===== config.mk =====
export PLATFORM = sky130hd
export DESIGN_NAME = bit_and_flag_instr_exec
export DESIGN_NICKNAME = d
export VERILOG_FILES = /design/src/hdl/bit_and_flag_instr_exec.v /design/src/hdl/io_bit_space.v
export VERILOG_INCLUDE_DIRS = /design/src /design/src/hdl
export SDC_FILE = /design/constraint.sdc
export NUM_CORES = 1
export LEC_CHECK = 0
export ABC_CLOCK_PERIOD_IN_PS = 3800
export BUFFER_PORTS_ARGS = -buffer_cell sky130_fd_sc_hd__buf_4
export CAP_MARGIN = 0
export CORE_MARGIN = 2
export CORE_UTILIZATION = 25
export DETAILED_ROUTE_END_ITERATION = 7
export MAX_ROUTING_LAYER = met4
export PLACE_DENSITY = 0.49
export SETUP_SLACK_MARGIN = 0.15
export SLEW_MARGIN = 5
export SYNTH_ARGS = -nofsm -noshare
export SYNTH_HDL_FRONTEND = slang
export SYNTH_SLANG_ARGS = --single-unit

===== constraint.sdc =====
create_clock -name ref_clk -period 3.8 [get_ports ref_clk]
set_input_delay 0.76 -clock ref_clk [delete_from_list [all_inputs] [get_ports ref_clk]]
set_output_delay 0.76 -clock ref_clk [all_outputs]
set_load 0.05 [all_outputs]

===== src/hdl/bit_flag_exec_consts.vh =====
// Purpose: offsets, field positions, codes and reset values of the bit and flag executor
// Assumes: 32-bit APB data, one aligned word per register
// Notes:   definitions only
`ifndef BIT_FLAG_EXEC_CONSTS_VH
`define BIT_FLAG_EXEC_CONSTS_VH

// ----------------------------------------------------------------
// register byte offsets
// ----------------------------------------------------------------
`define OFF_CMD          8'h00
`define OFF_OPERAND      8'h04
`define OFF_FLAGS        8'h08
`define OFF_STATUS       8'h0C
`define OFF_IO_DATA      8'h10

// ----------------------------------------------------------------
// field positions
// ----------------------------------------------------------------
`define CMD_OP_LSB       0
`define CMD_OP_MSB       3
`define OPD_DATA_LSB     0
`define OPD_DATA_MSB     7
`define OPD_BIT_LSB      8
`define OPD_BIT_MSB      10
`define OPD_IO_LSB       12
`define STS_BUSY         0
`define STS_REFUSED      1
`define STS_SLEEP        2
// status flag positions
`define FLG_C            0
`define FLG_Z            1
`define FLG_N            2
`define FLG_V            3
`define FLG_S            4
`define FLG_H            5
`define FLG_T            6
`define FLG_I            7

// ----------------------------------------------------------------
// operation codes
// ----------------------------------------------------------------
`define OP_NOP           4'h0
`define OP_IO_SET        4'h1
`define OP_IO_CLR        4'h2
`define OP_ROT_L         4'h3
`define OP_ROT_R         4'h4
`define OP_T_STORE       4'h5
`define OP_T_LOAD        4'h6
`define OP_H_SET         4'h7
`define OP_H_CLR         4'h8
`define OP_V_SET         4'h9
`define OP_V_CLR         4'hA
`define OP_S_SET         4'hB
`define OP_S_CLR         4'hC
`define OP_SLEEP         4'hD
`define OP_WDOG          4'hE

// ----------------------------------------------------------------
// cycle counts and reset values
// ----------------------------------------------------------------
`define CYC_IO_BIT       2
`define CYC_SLEEP        3
`define CYC_SINGLE       1
`define RST_FLAGS        8'h00
`define RST_DATA         8'h00
`define RST_IO           8'h00

`endif


===== src/hdl/bit_and_flag_instr_exec.v =====
// Purpose: executes I/O bit set/clear, rotates through carry, transfer-flag bit moves,
//          single-flag set/clear, sleep and watchdog restart, launched over APB
// Assumes: APB master on ref_clk, zero-wait slave, clk_en freezes everything
// Notes:   one operation at a time; a launch while busy is refused and flagged
// Summary of operation
// - I/O bit set forces the chosen bit of the addressed I/O word to one in two cycles.
// - I/O bit clear forces the chosen bit of the addressed I/O word to zero in two cycles.
// - Rotate left via carry shifts up, carry to bit 0, old bit 7 to carry, sets Z C N V.
// - Rotate right via carry shifts down, carry to bit 7, old bit 0 to carry, sets Z C N V.
// - Bit store copies the chosen working-register bit into the transfer flag in one cycle.
// - Bit load writes the transfer flag into the chosen working-register bit in one cycle.
// - Half-carry set and clear drive only the half-carry flag, one cycle each.
// - Overflow set and clear drive only the overflow flag, one cycle each.
// - Sign-test set and clear drive only the signed test flag, one cycle each.
// - Sleep takes three cycles, changes no flag, then hands over to power saving.
// - Watchdog restart takes one cycle, changes no flag and signals the watchdog.
//
// The APB register port and the register offsets were chosen for this implementation.
`timescale 1ns/1ps
`include "bit_flag_exec_consts.vh"

module bit_and_flag_instr_exec #(
    parameter DATA_W = 8,
    parameter IO_AW  = 3
) (
    input  wire        ref_clk,
    input  wire        reset_n,
    input  wire        clk_en,
    input  wire        psel,
    input  wire        penable,
    input  wire        pwrite,
    input  wire [7:0]  paddr,
    input  wire [31:0] pwdata,
    output reg  [31:0] prdata,
    output wire        pready,
    output wire        pslverr,
    output reg         sleep_active,
    input  wire        sleep_wake,
    output reg         wdt_restart
);

    // ----------------------------------------------------------------
    // states
    // ----------------------------------------------------------------
    localparam [2:0] ST_IDLE = 3'h0;
    localparam [2:0] ST_EXEC = 3'h1;
    localparam [2:0] ST_IOWR = 3'h2;
    localparam [2:0] ST_SLP2 = 3'h3;
    localparam [2:0] ST_SLP3 = 3'h4;

    reg  [2:0]        state_r;
    reg  [2:0]        state_nxt;
    reg  [3:0]        op_r;
    reg  [DATA_W-1:0] data_r;
    reg  [2:0]        bitsel_r;
    reg  [IO_AW-1:0]  ioaddr_r;
    reg  [7:0]        flags_r;
    reg  [DATA_W-1:0] io_hold_r;
    reg               refused_r;

    wire              busy;
    wire              acc;
    wire              wr;
    wire              setup;
    wire              hit;
    wire              launch;
    wire [DATA_W-1:0] io_rd_data;
    reg               io_wr_en;
    reg  [IO_AW-1:0]  io_wr_addr;
    reg  [DATA_W-1:0] io_wr_data;
    reg  [DATA_W-1:0] rot;
    reg               rot_c;
    reg  [DATA_W-1:0] bit_mask;

    // ----------------------------------------------------------------
    // apb decode
    // ----------------------------------------------------------------
    // no wait states; a frozen clock stalls the master instead
    assign pready  = clk_en;
    assign busy    = (state_r != ST_IDLE);
    assign setup   = psel && !penable;
    assign acc     = psel && penable && clk_en;
    assign wr      = acc && pwrite;
    assign hit     = (paddr == `OFF_CMD) || (paddr == `OFF_OPERAND) ||
                     (paddr == `OFF_FLAGS) || (paddr == `OFF_STATUS) ||
                     (paddr == `OFF_IO_DATA);
    assign pslverr = psel && penable && !hit;
    assign launch  = wr && (paddr == `OFF_CMD) && !busy;

    // read data captured in the setup cycle so it comes from flops
    always @(posedge ref_clk or negedge reset_n) begin
        if (!reset_n) begin
            prdata <= 32'h00000000;
        end else if (clk_en && setup) begin
            if (paddr == `OFF_CMD) begin
                prdata <= {28'h0000000, op_r};
            end else if (paddr == `OFF_OPERAND) begin
                prdata <= {17'h00000, ioaddr_r, 1'b0, bitsel_r, data_r};
            end else if (paddr == `OFF_FLAGS) begin
                prdata <= {24'h000000, flags_r};
            end else if (paddr == `OFF_STATUS) begin
                prdata <= {29'h00000000, sleep_active, refused_r, busy};
            end else if (paddr == `OFF_IO_DATA) begin
                prdata <= {24'h000000, io_rd_data};
            end else begin
                prdata <= 32'h00000000;
            end
        end
    end

    // ----------------------------------------------------------------
    // datapath helpers
    // ----------------------------------------------------------------
    // rotate results and one-hot bit mask
    always @* begin
        bit_mask = {DATA_W{1'b0}};
        bit_mask[bitsel_r] = 1'b1;
        if (op_r == `OP_ROT_R) begin
            rot   = {flags_r[`FLG_C], data_r[DATA_W-1:1]};
            rot_c = data_r[0];
        end else begin
            rot   = {data_r[DATA_W-2:0], flags_r[`FLG_C]};
            rot_c = data_r[DATA_W-1];
        end
    end

    // ----------------------------------------------------------------
    // sequencer
    // ----------------------------------------------------------------
    // io ops need a read cycle and a write cycle; sleep burns three
    always @* begin
        state_nxt = state_r;
        case (state_r)
            ST_IDLE: begin
                if (launch) begin
                    state_nxt = ST_EXEC;
                end
            end
            ST_EXEC: begin
                if (op_r == `OP_IO_SET || op_r == `OP_IO_CLR) begin
                    state_nxt = ST_IOWR;
                end else if (op_r == `OP_SLEEP) begin
                    state_nxt = ST_SLP2;
                end else begin
                    state_nxt = ST_IDLE;
                end
            end
            ST_IOWR: state_nxt = ST_IDLE;
            ST_SLP2: state_nxt = ST_SLP3;
            ST_SLP3: state_nxt = ST_IDLE;
            default: state_nxt = ST_IDLE;
        endcase
    end

    always @(posedge ref_clk or negedge reset_n) begin
        if (!reset_n) begin
            state_r <= ST_IDLE;
        end else if (clk_en) begin
            state_r <= state_nxt;
        end
    end

    // ----------------------------------------------------------------
    // command and operand registers
    // ----------------------------------------------------------------
    // operands stay put while busy so a running op sees stable inputs
    always @(posedge ref_clk or negedge reset_n) begin
        if (!reset_n) begin
            op_r     <= `OP_NOP;
            bitsel_r <= 3'h0;
            ioaddr_r <= {IO_AW{1'b0}};
        end else if (clk_en && !busy) begin
            if (launch) begin
                op_r <= pwdata[`CMD_OP_MSB:`CMD_OP_LSB];
            end
            if (wr && paddr == `OFF_OPERAND) begin
                bitsel_r <= pwdata[`OPD_BIT_MSB:`OPD_BIT_LSB];
                ioaddr_r <= pwdata[`OPD_IO_LSB +: IO_AW];
            end
        end
    end

    // refused launch flag; a new refusal beats a clear in the same cycle
    always @(posedge ref_clk or negedge reset_n) begin
        if (!reset_n) begin
            refused_r <= 1'b0;
        end else if (clk_en) begin
            if (wr && paddr == `OFF_CMD && busy) begin
                refused_r <= 1'b1;
            end else if (wr && paddr == `OFF_STATUS && pwdata[`STS_REFUSED]) begin
                refused_r <= 1'b0;
            end
        end
    end

    // ----------------------------------------------------------------
    // working register and status flags
    // ----------------------------------------------------------------
    // execution happens in the single exec cycle; software writes only when idle
    always @(posedge ref_clk or negedge reset_n) begin
        if (!reset_n) begin
            data_r  <= `RST_DATA;
            flags_r <= `RST_FLAGS;
        end else if (clk_en) begin
            if (state_r == ST_EXEC) begin
                case (op_r)
                    `OP_ROT_L, `OP_ROT_R: begin
                        data_r            <= rot;
                        flags_r[`FLG_C]   <= rot_c;
                        flags_r[`FLG_Z]   <= (rot == {DATA_W{1'b0}});
                        flags_r[`FLG_N]   <= rot[DATA_W-1];
                        flags_r[`FLG_V]   <= rot[DATA_W-1] ^ rot_c;
                    end
                    `OP_T_STORE: flags_r[`FLG_T] <= data_r[bitsel_r];
                    `OP_T_LOAD: begin
                        // flags untouched, only the chosen bit moves
                        data_r <= flags_r[`FLG_T] ? (data_r | bit_mask)
                                                  : (data_r & ~bit_mask);
                    end
                    `OP_H_SET: flags_r[`FLG_H] <= 1'b1;
                    `OP_H_CLR: flags_r[`FLG_H] <= 1'b0;
                    `OP_V_SET: flags_r[`FLG_V] <= 1'b1;
                    `OP_V_CLR: flags_r[`FLG_V] <= 1'b0;
                    `OP_S_SET: flags_r[`FLG_S] <= 1'b1;
                    `OP_S_CLR: flags_r[`FLG_S] <= 1'b0;
                    default: begin
                        // io, sleep, watchdog and nop leave flags alone
                        flags_r <= flags_r;
                    end
                endcase
            end else if (!busy) begin
                if (wr && paddr == `OFF_OPERAND) begin
                    data_r <= pwdata[`OPD_DATA_MSB:`OPD_DATA_LSB];
                end
                if (wr && paddr == `OFF_FLAGS) begin
                    flags_r <= pwdata[7:0];
                end
            end
        end
    end

    // ----------------------------------------------------------------
    // i/o read-modify-write
    // ----------------------------------------------------------------
    // first cycle reads the location, second writes it back modified
    always @(posedge ref_clk or negedge reset_n) begin
        if (!reset_n) begin
            io_hold_r <= `RST_IO;
        end else if (clk_en && state_r == ST_EXEC) begin
            io_hold_r <= io_rd_data;
        end
    end

    always @* begin
        io_wr_en   = 1'b0;
        io_wr_addr = ioaddr_r;
        io_wr_data = io_hold_r;
        if (state_r == ST_IOWR) begin
            io_wr_en = 1'b1;
            if (op_r == `OP_IO_SET) begin
                io_wr_data = io_hold_r | bit_mask;
            end else begin
                io_wr_data = io_hold_r & ~bit_mask;
            end
        end else if (wr && paddr == `OFF_IO_DATA && !busy) begin
            io_wr_en   = 1'b1;
            io_wr_data = pwdata[DATA_W-1:0];
        end
    end

    io_bit_space #(
        .WIDTH (DATA_W),
        .AW    (IO_AW)
    ) u_io (
        .ref_clk (ref_clk),
        .reset_n (reset_n),
        .clk_en  (clk_en),
        .rd_addr (ioaddr_r),
        .rd_data (io_rd_data),
        .wr_en   (io_wr_en),
        .wr_addr (io_wr_addr),
        .wr_data (io_wr_data)
    );

    // ----------------------------------------------------------------
    // power and watchdog hand-off
    // ----------------------------------------------------------------
    // sleep level rises after the third cycle and holds until a wake arrives;
    // a wake in the same cycle as entry loses, so sleep is never skipped
    always @(posedge ref_clk or negedge reset_n) begin
        if (!reset_n) begin
            sleep_active <= 1'b0;
            wdt_restart  <= 1'b0;
        end else if (clk_en) begin
            if (state_r == ST_SLP3) begin
                sleep_active <= 1'b1;
            end else if (sleep_wake) begin
                sleep_active <= 1'b0;
            end
            wdt_restart <= (state_r == ST_EXEC) && (op_r == `OP_WDOG);
        end
    end

endmodule // bit_and_flag_instr_exec


===== src/hdl/io_bit_space.v =====
// Purpose: small I/O location store, one word per index
// Assumes: same clock as the executor, synchronous write, flop read
// Notes:   storage is flip-flops, one generate entry per location
`timescale 1ns/1ps
`include "bit_flag_exec_consts.vh"

module io_bit_space #(
    parameter WIDTH = 8,
    parameter AW    = 3
) (
    input  wire             ref_clk,
    input  wire             reset_n,
    input  wire             clk_en,
    input  wire [AW-1:0]    rd_addr,
    output wire [WIDTH-1:0] rd_data,
    input  wire             wr_en,
    input  wire [AW-1:0]    wr_addr,
    input  wire [WIDTH-1:0] wr_data
);

    localparam DEPTH = 1 << AW;

    wire [WIDTH*DEPTH-1:0] flat;

    // ----------------------------------------------------------------
    // storage entries
    // ----------------------------------------------------------------
    genvar i;
    generate
        for (i = 0; i < DEPTH; i = i + 1) begin : g_loc
            reg [WIDTH-1:0] loc_r;
            // each entry loads only when addressed and clock enabled
            always @(posedge ref_clk or negedge reset_n) begin
                if (!reset_n) begin
                    loc_r <= `RST_IO;
                end else if (clk_en && wr_en && (wr_addr == i)) begin
                    loc_r <= wr_data;
                end
            end
            assign flat[i*WIDTH +: WIDTH] = loc_r;
        end
    endgenerate

    // read straight from the flops by index
    assign rd_data = flat[rd_addr*WIDTH +: WIDTH];

endmodule // io_bit_space


==> results.cfg <==
[clocking]
cts-root-buf = clkbuf_16
post-cts-setup-buffers = 0
clock_tree.htree_level_count = 4
tritoncts = yes
cts_buffer_depth = 2
cts_resized = 0
clk_pin_slew_worst_paths_ns = 0.06
clkLatencyLatePin_ns = 0.42
clock-sinks = 118
hold_buffers = 0
numCtsBuffers = 17

[timing]
fmax_mhz = 361
setup_violations = 0
hold-worst-slack_ns = 0.402
slew_viol_final = 0
setup_total_negative_slack_ns = 0
tightest_slew_ns = 0.926
finalCritPeriodShare_pct = 72.8
clock-skew-final_ns = 0.00950
rsz0062_at_grt = false
hold_violations = 0
period_minus_slack_ns = 2.77
max_slew_margin_pct = 38.3

[worst_setup_path]
worstPathMaxFanout = 4
cpPeakStageDelay_ns = 0.57
critPathRequiredTime_ns = 3.04
cp_slowest_cell = or4_4
worstPathCellList = buf_4 > or4_4 > nor2_1 > nor3_1 > buf_4
crit_buf_inv = 2
cp-end-kind = primary output
cp_top_family = simple AND/OR/NAND/NOR gates
r2r_setup_slack_ns = 1.27
crit_path_frequent_cell = buf_4
critPathArrivalTime_ns = 2.01
cp-start-kind = input port
critPathKind = input port to primary output

[drt]
antenna_left = 0
drt_iter0_markers = 385
wirelength_microns = 19500
route.detailed.drc = 3
vias = 5333
dr.pass1.iters = 7
wl_per_cell_microns = 18.2
via_per_inst = 4.98

[synthesis]
synthSimpleGateAreaFrac_pct = 17.6
synth_compound_area_share_pct = 19.0
synth_seq_cells = 118
yosys-top-cells-area = dfrtp_1, mux4_2, o21ai_0, a21oi_1, mux2i_1
yosysWarnings = 0
synth_xor_area_share_pct = 0.394
synthCells = 700
synth_top_cell_area_share_pct = 44.3
synth_top_family_by_area = compound AO/OA/AOI/OAI gates
muxShareOfSynthArea_pct = 12.0
netlist_top_cells_count = dfrtp_1, nor2_1, o21ai_0
yosysTopAreaCell = dfrtp_1
synth_edf_count = 0
ys_seq_area_share_pct = 44.3
synth.cell_area_sq_um = 6670
synth_cell_types = 74
synth_most_common_cell = dfrtp_1
ys.flop_type = dfrtp_1
synth_fa_ha_area_share_pct = 0
ys_async_sr_fraction_pct = 100
avgSynthCellArea_sq_um = 9.53

[floorplanning]
fp.dieH_microns = 167
dieArea_sq_um = 28000
rows = 59
start_util_pct = 25.5
io_pins = 83
core_sq_um = 26100
die_width_microns = 167

[placement]
place_inst = 1038
gp_congestion = 0.844
hpwlAfterDp_microns = 13600
numPortBuffers = 46

[final_layout]
antenna_cells = 0
drive_gt1_share_pct = 19.6
nets = 769
syn_to_final_growth_pct = 17.5
fin_cells = 1070

[outcome]
status = finished, violations left
violations = design-rule violations

[global_routing]
overflow = 0
first_global_vias = 5170
grt_pass1_wl_microns = 30900
antenna_found_initial = 0
grt_max_degree = 63
track_usage_pct = 14.8

[job]
maxCapViolations = 0

[hold_path]
min_path_type = input port to asynchronous set/reset pin

[power]
p_leak_nw = 3.35
cellPowerDensity_nw_per_um2 = 404
vdd_drop_max_uv = 185
==> power breakdown <==
part	switching [W]	total (W)	internal (W)	leakage [nW]
combinational	0.000155	0.000218	0.0000638	1.52
clock	0.000595	0.00165	0.00105	0.288
sequential	0.0000230	0.00130	0.00128	1.54
total	0.000773	0.00316	0.00239	3.35
==> layer usage <==
| metal | wire length, microns | vias up | global-route usage, % | share of wire [%] |
|---|---|---|---|---|
| li1 | - | 2531 | - | - |
| met1 | 9240 | 2649 | 19.9 | 47 |
| met2 | 9160 | 129 | 22.4 | 47 |
| met3 | 724 | 24 | 3.05 | 3.7 |
| met4 | 349 | 0 | 4.65 | 1.8 |
| met5 | 0 | - | - | 0 |
==> final timing paths <==
check	startpoint	end	cells past startpoint
max reg2reg	bitsel_r[2]	u_io.g_loc[7].loc_r[4]	5
max in group asynchronous	reset_n	flags_r[0]	2
min in group ref_clk	u_io.g_loc[4].loc_r[6]	u_io.g_loc[4].loc_r[6]	2
min	reset_n	u_io.g_loc[6].loc_r[7]	1
max	paddr[5]	pslverr	5
min reg2reg	u_io.g_loc[4].loc_r[6]	u_io.g_loc[4].loc_r[6]	2
==> state kept, by name, indices dropped and copies added, names as in the netlist, named ones only <==
register          cells
prdata               14
io_wr_addr            3
op_r                  4
wdt_restart           1
bitsel_r              3
state_r               3
io_hold_r             8
flags_r               8
sleep_active          1
u_io.g_loc.loc_r     64
refused_r             1
==> per-stage QoR <==
step / utilization, % / cell area, sq um / worst slack (ns) / power, W
after floorplan: - / 6740 / 0.761 / 0.00146
after global placement: 27.7 / 7240 / 0.911 / 0.00154
after detailed placement: 27.7 / 7240 / 0.915 / 0.00154
after CTS: 30.0 / 7840 / 1.04 / 0.00320
after global routing: 30.0 / 7840 / 0.994 / 0.00328
final: 30.0 / 7840 / 1.03 / 0.00316
==> cell usage in the layout (no fill, tap or decap), types with 16 or more instances in the layout <==
cell type  Yosys  layout
inv_1         17      17
dfrtp_1      118     118
mux4_2        16      16
o21ai_0       67      67
mux2_2        16      16
conb_1         1      18
nor2_1        67      67
mux2i_1       26      26
clkbuf_16      0      17
nand3_1       20      20
nand2_1       60      60
buf_4         20      59
a21oi_1       66      66
==> layout make-up <==
class,instances,area [sq um]
clock buffers,21,450
clock inverters,11,150
fillers,2763,18300
inverters,17,63.8
multi-input cells,508,3340
flip-flops and latches,118,2950
well taps,335,419
repair buffers,60,463
==> cells by family (layout without fill, tap and decap cells) <==
family,Yosys count,in the layout
compound gates,203,203
xor+xnor,3,3
buf+inv,91,109
flops,118,118
mux,58,58
other cells,1,18
simple gates,226,226
==> worst register-to-register path, cell delays in order (launching register included) <==
cell	delay, ns
dfrtp_1	0.79
nor3b_1	0.53
mux2i_1	0.24
nor2_1	0.05
a21oi_1	0.59
a21oi_1	0.18
(Power assumes the default switching activity.)
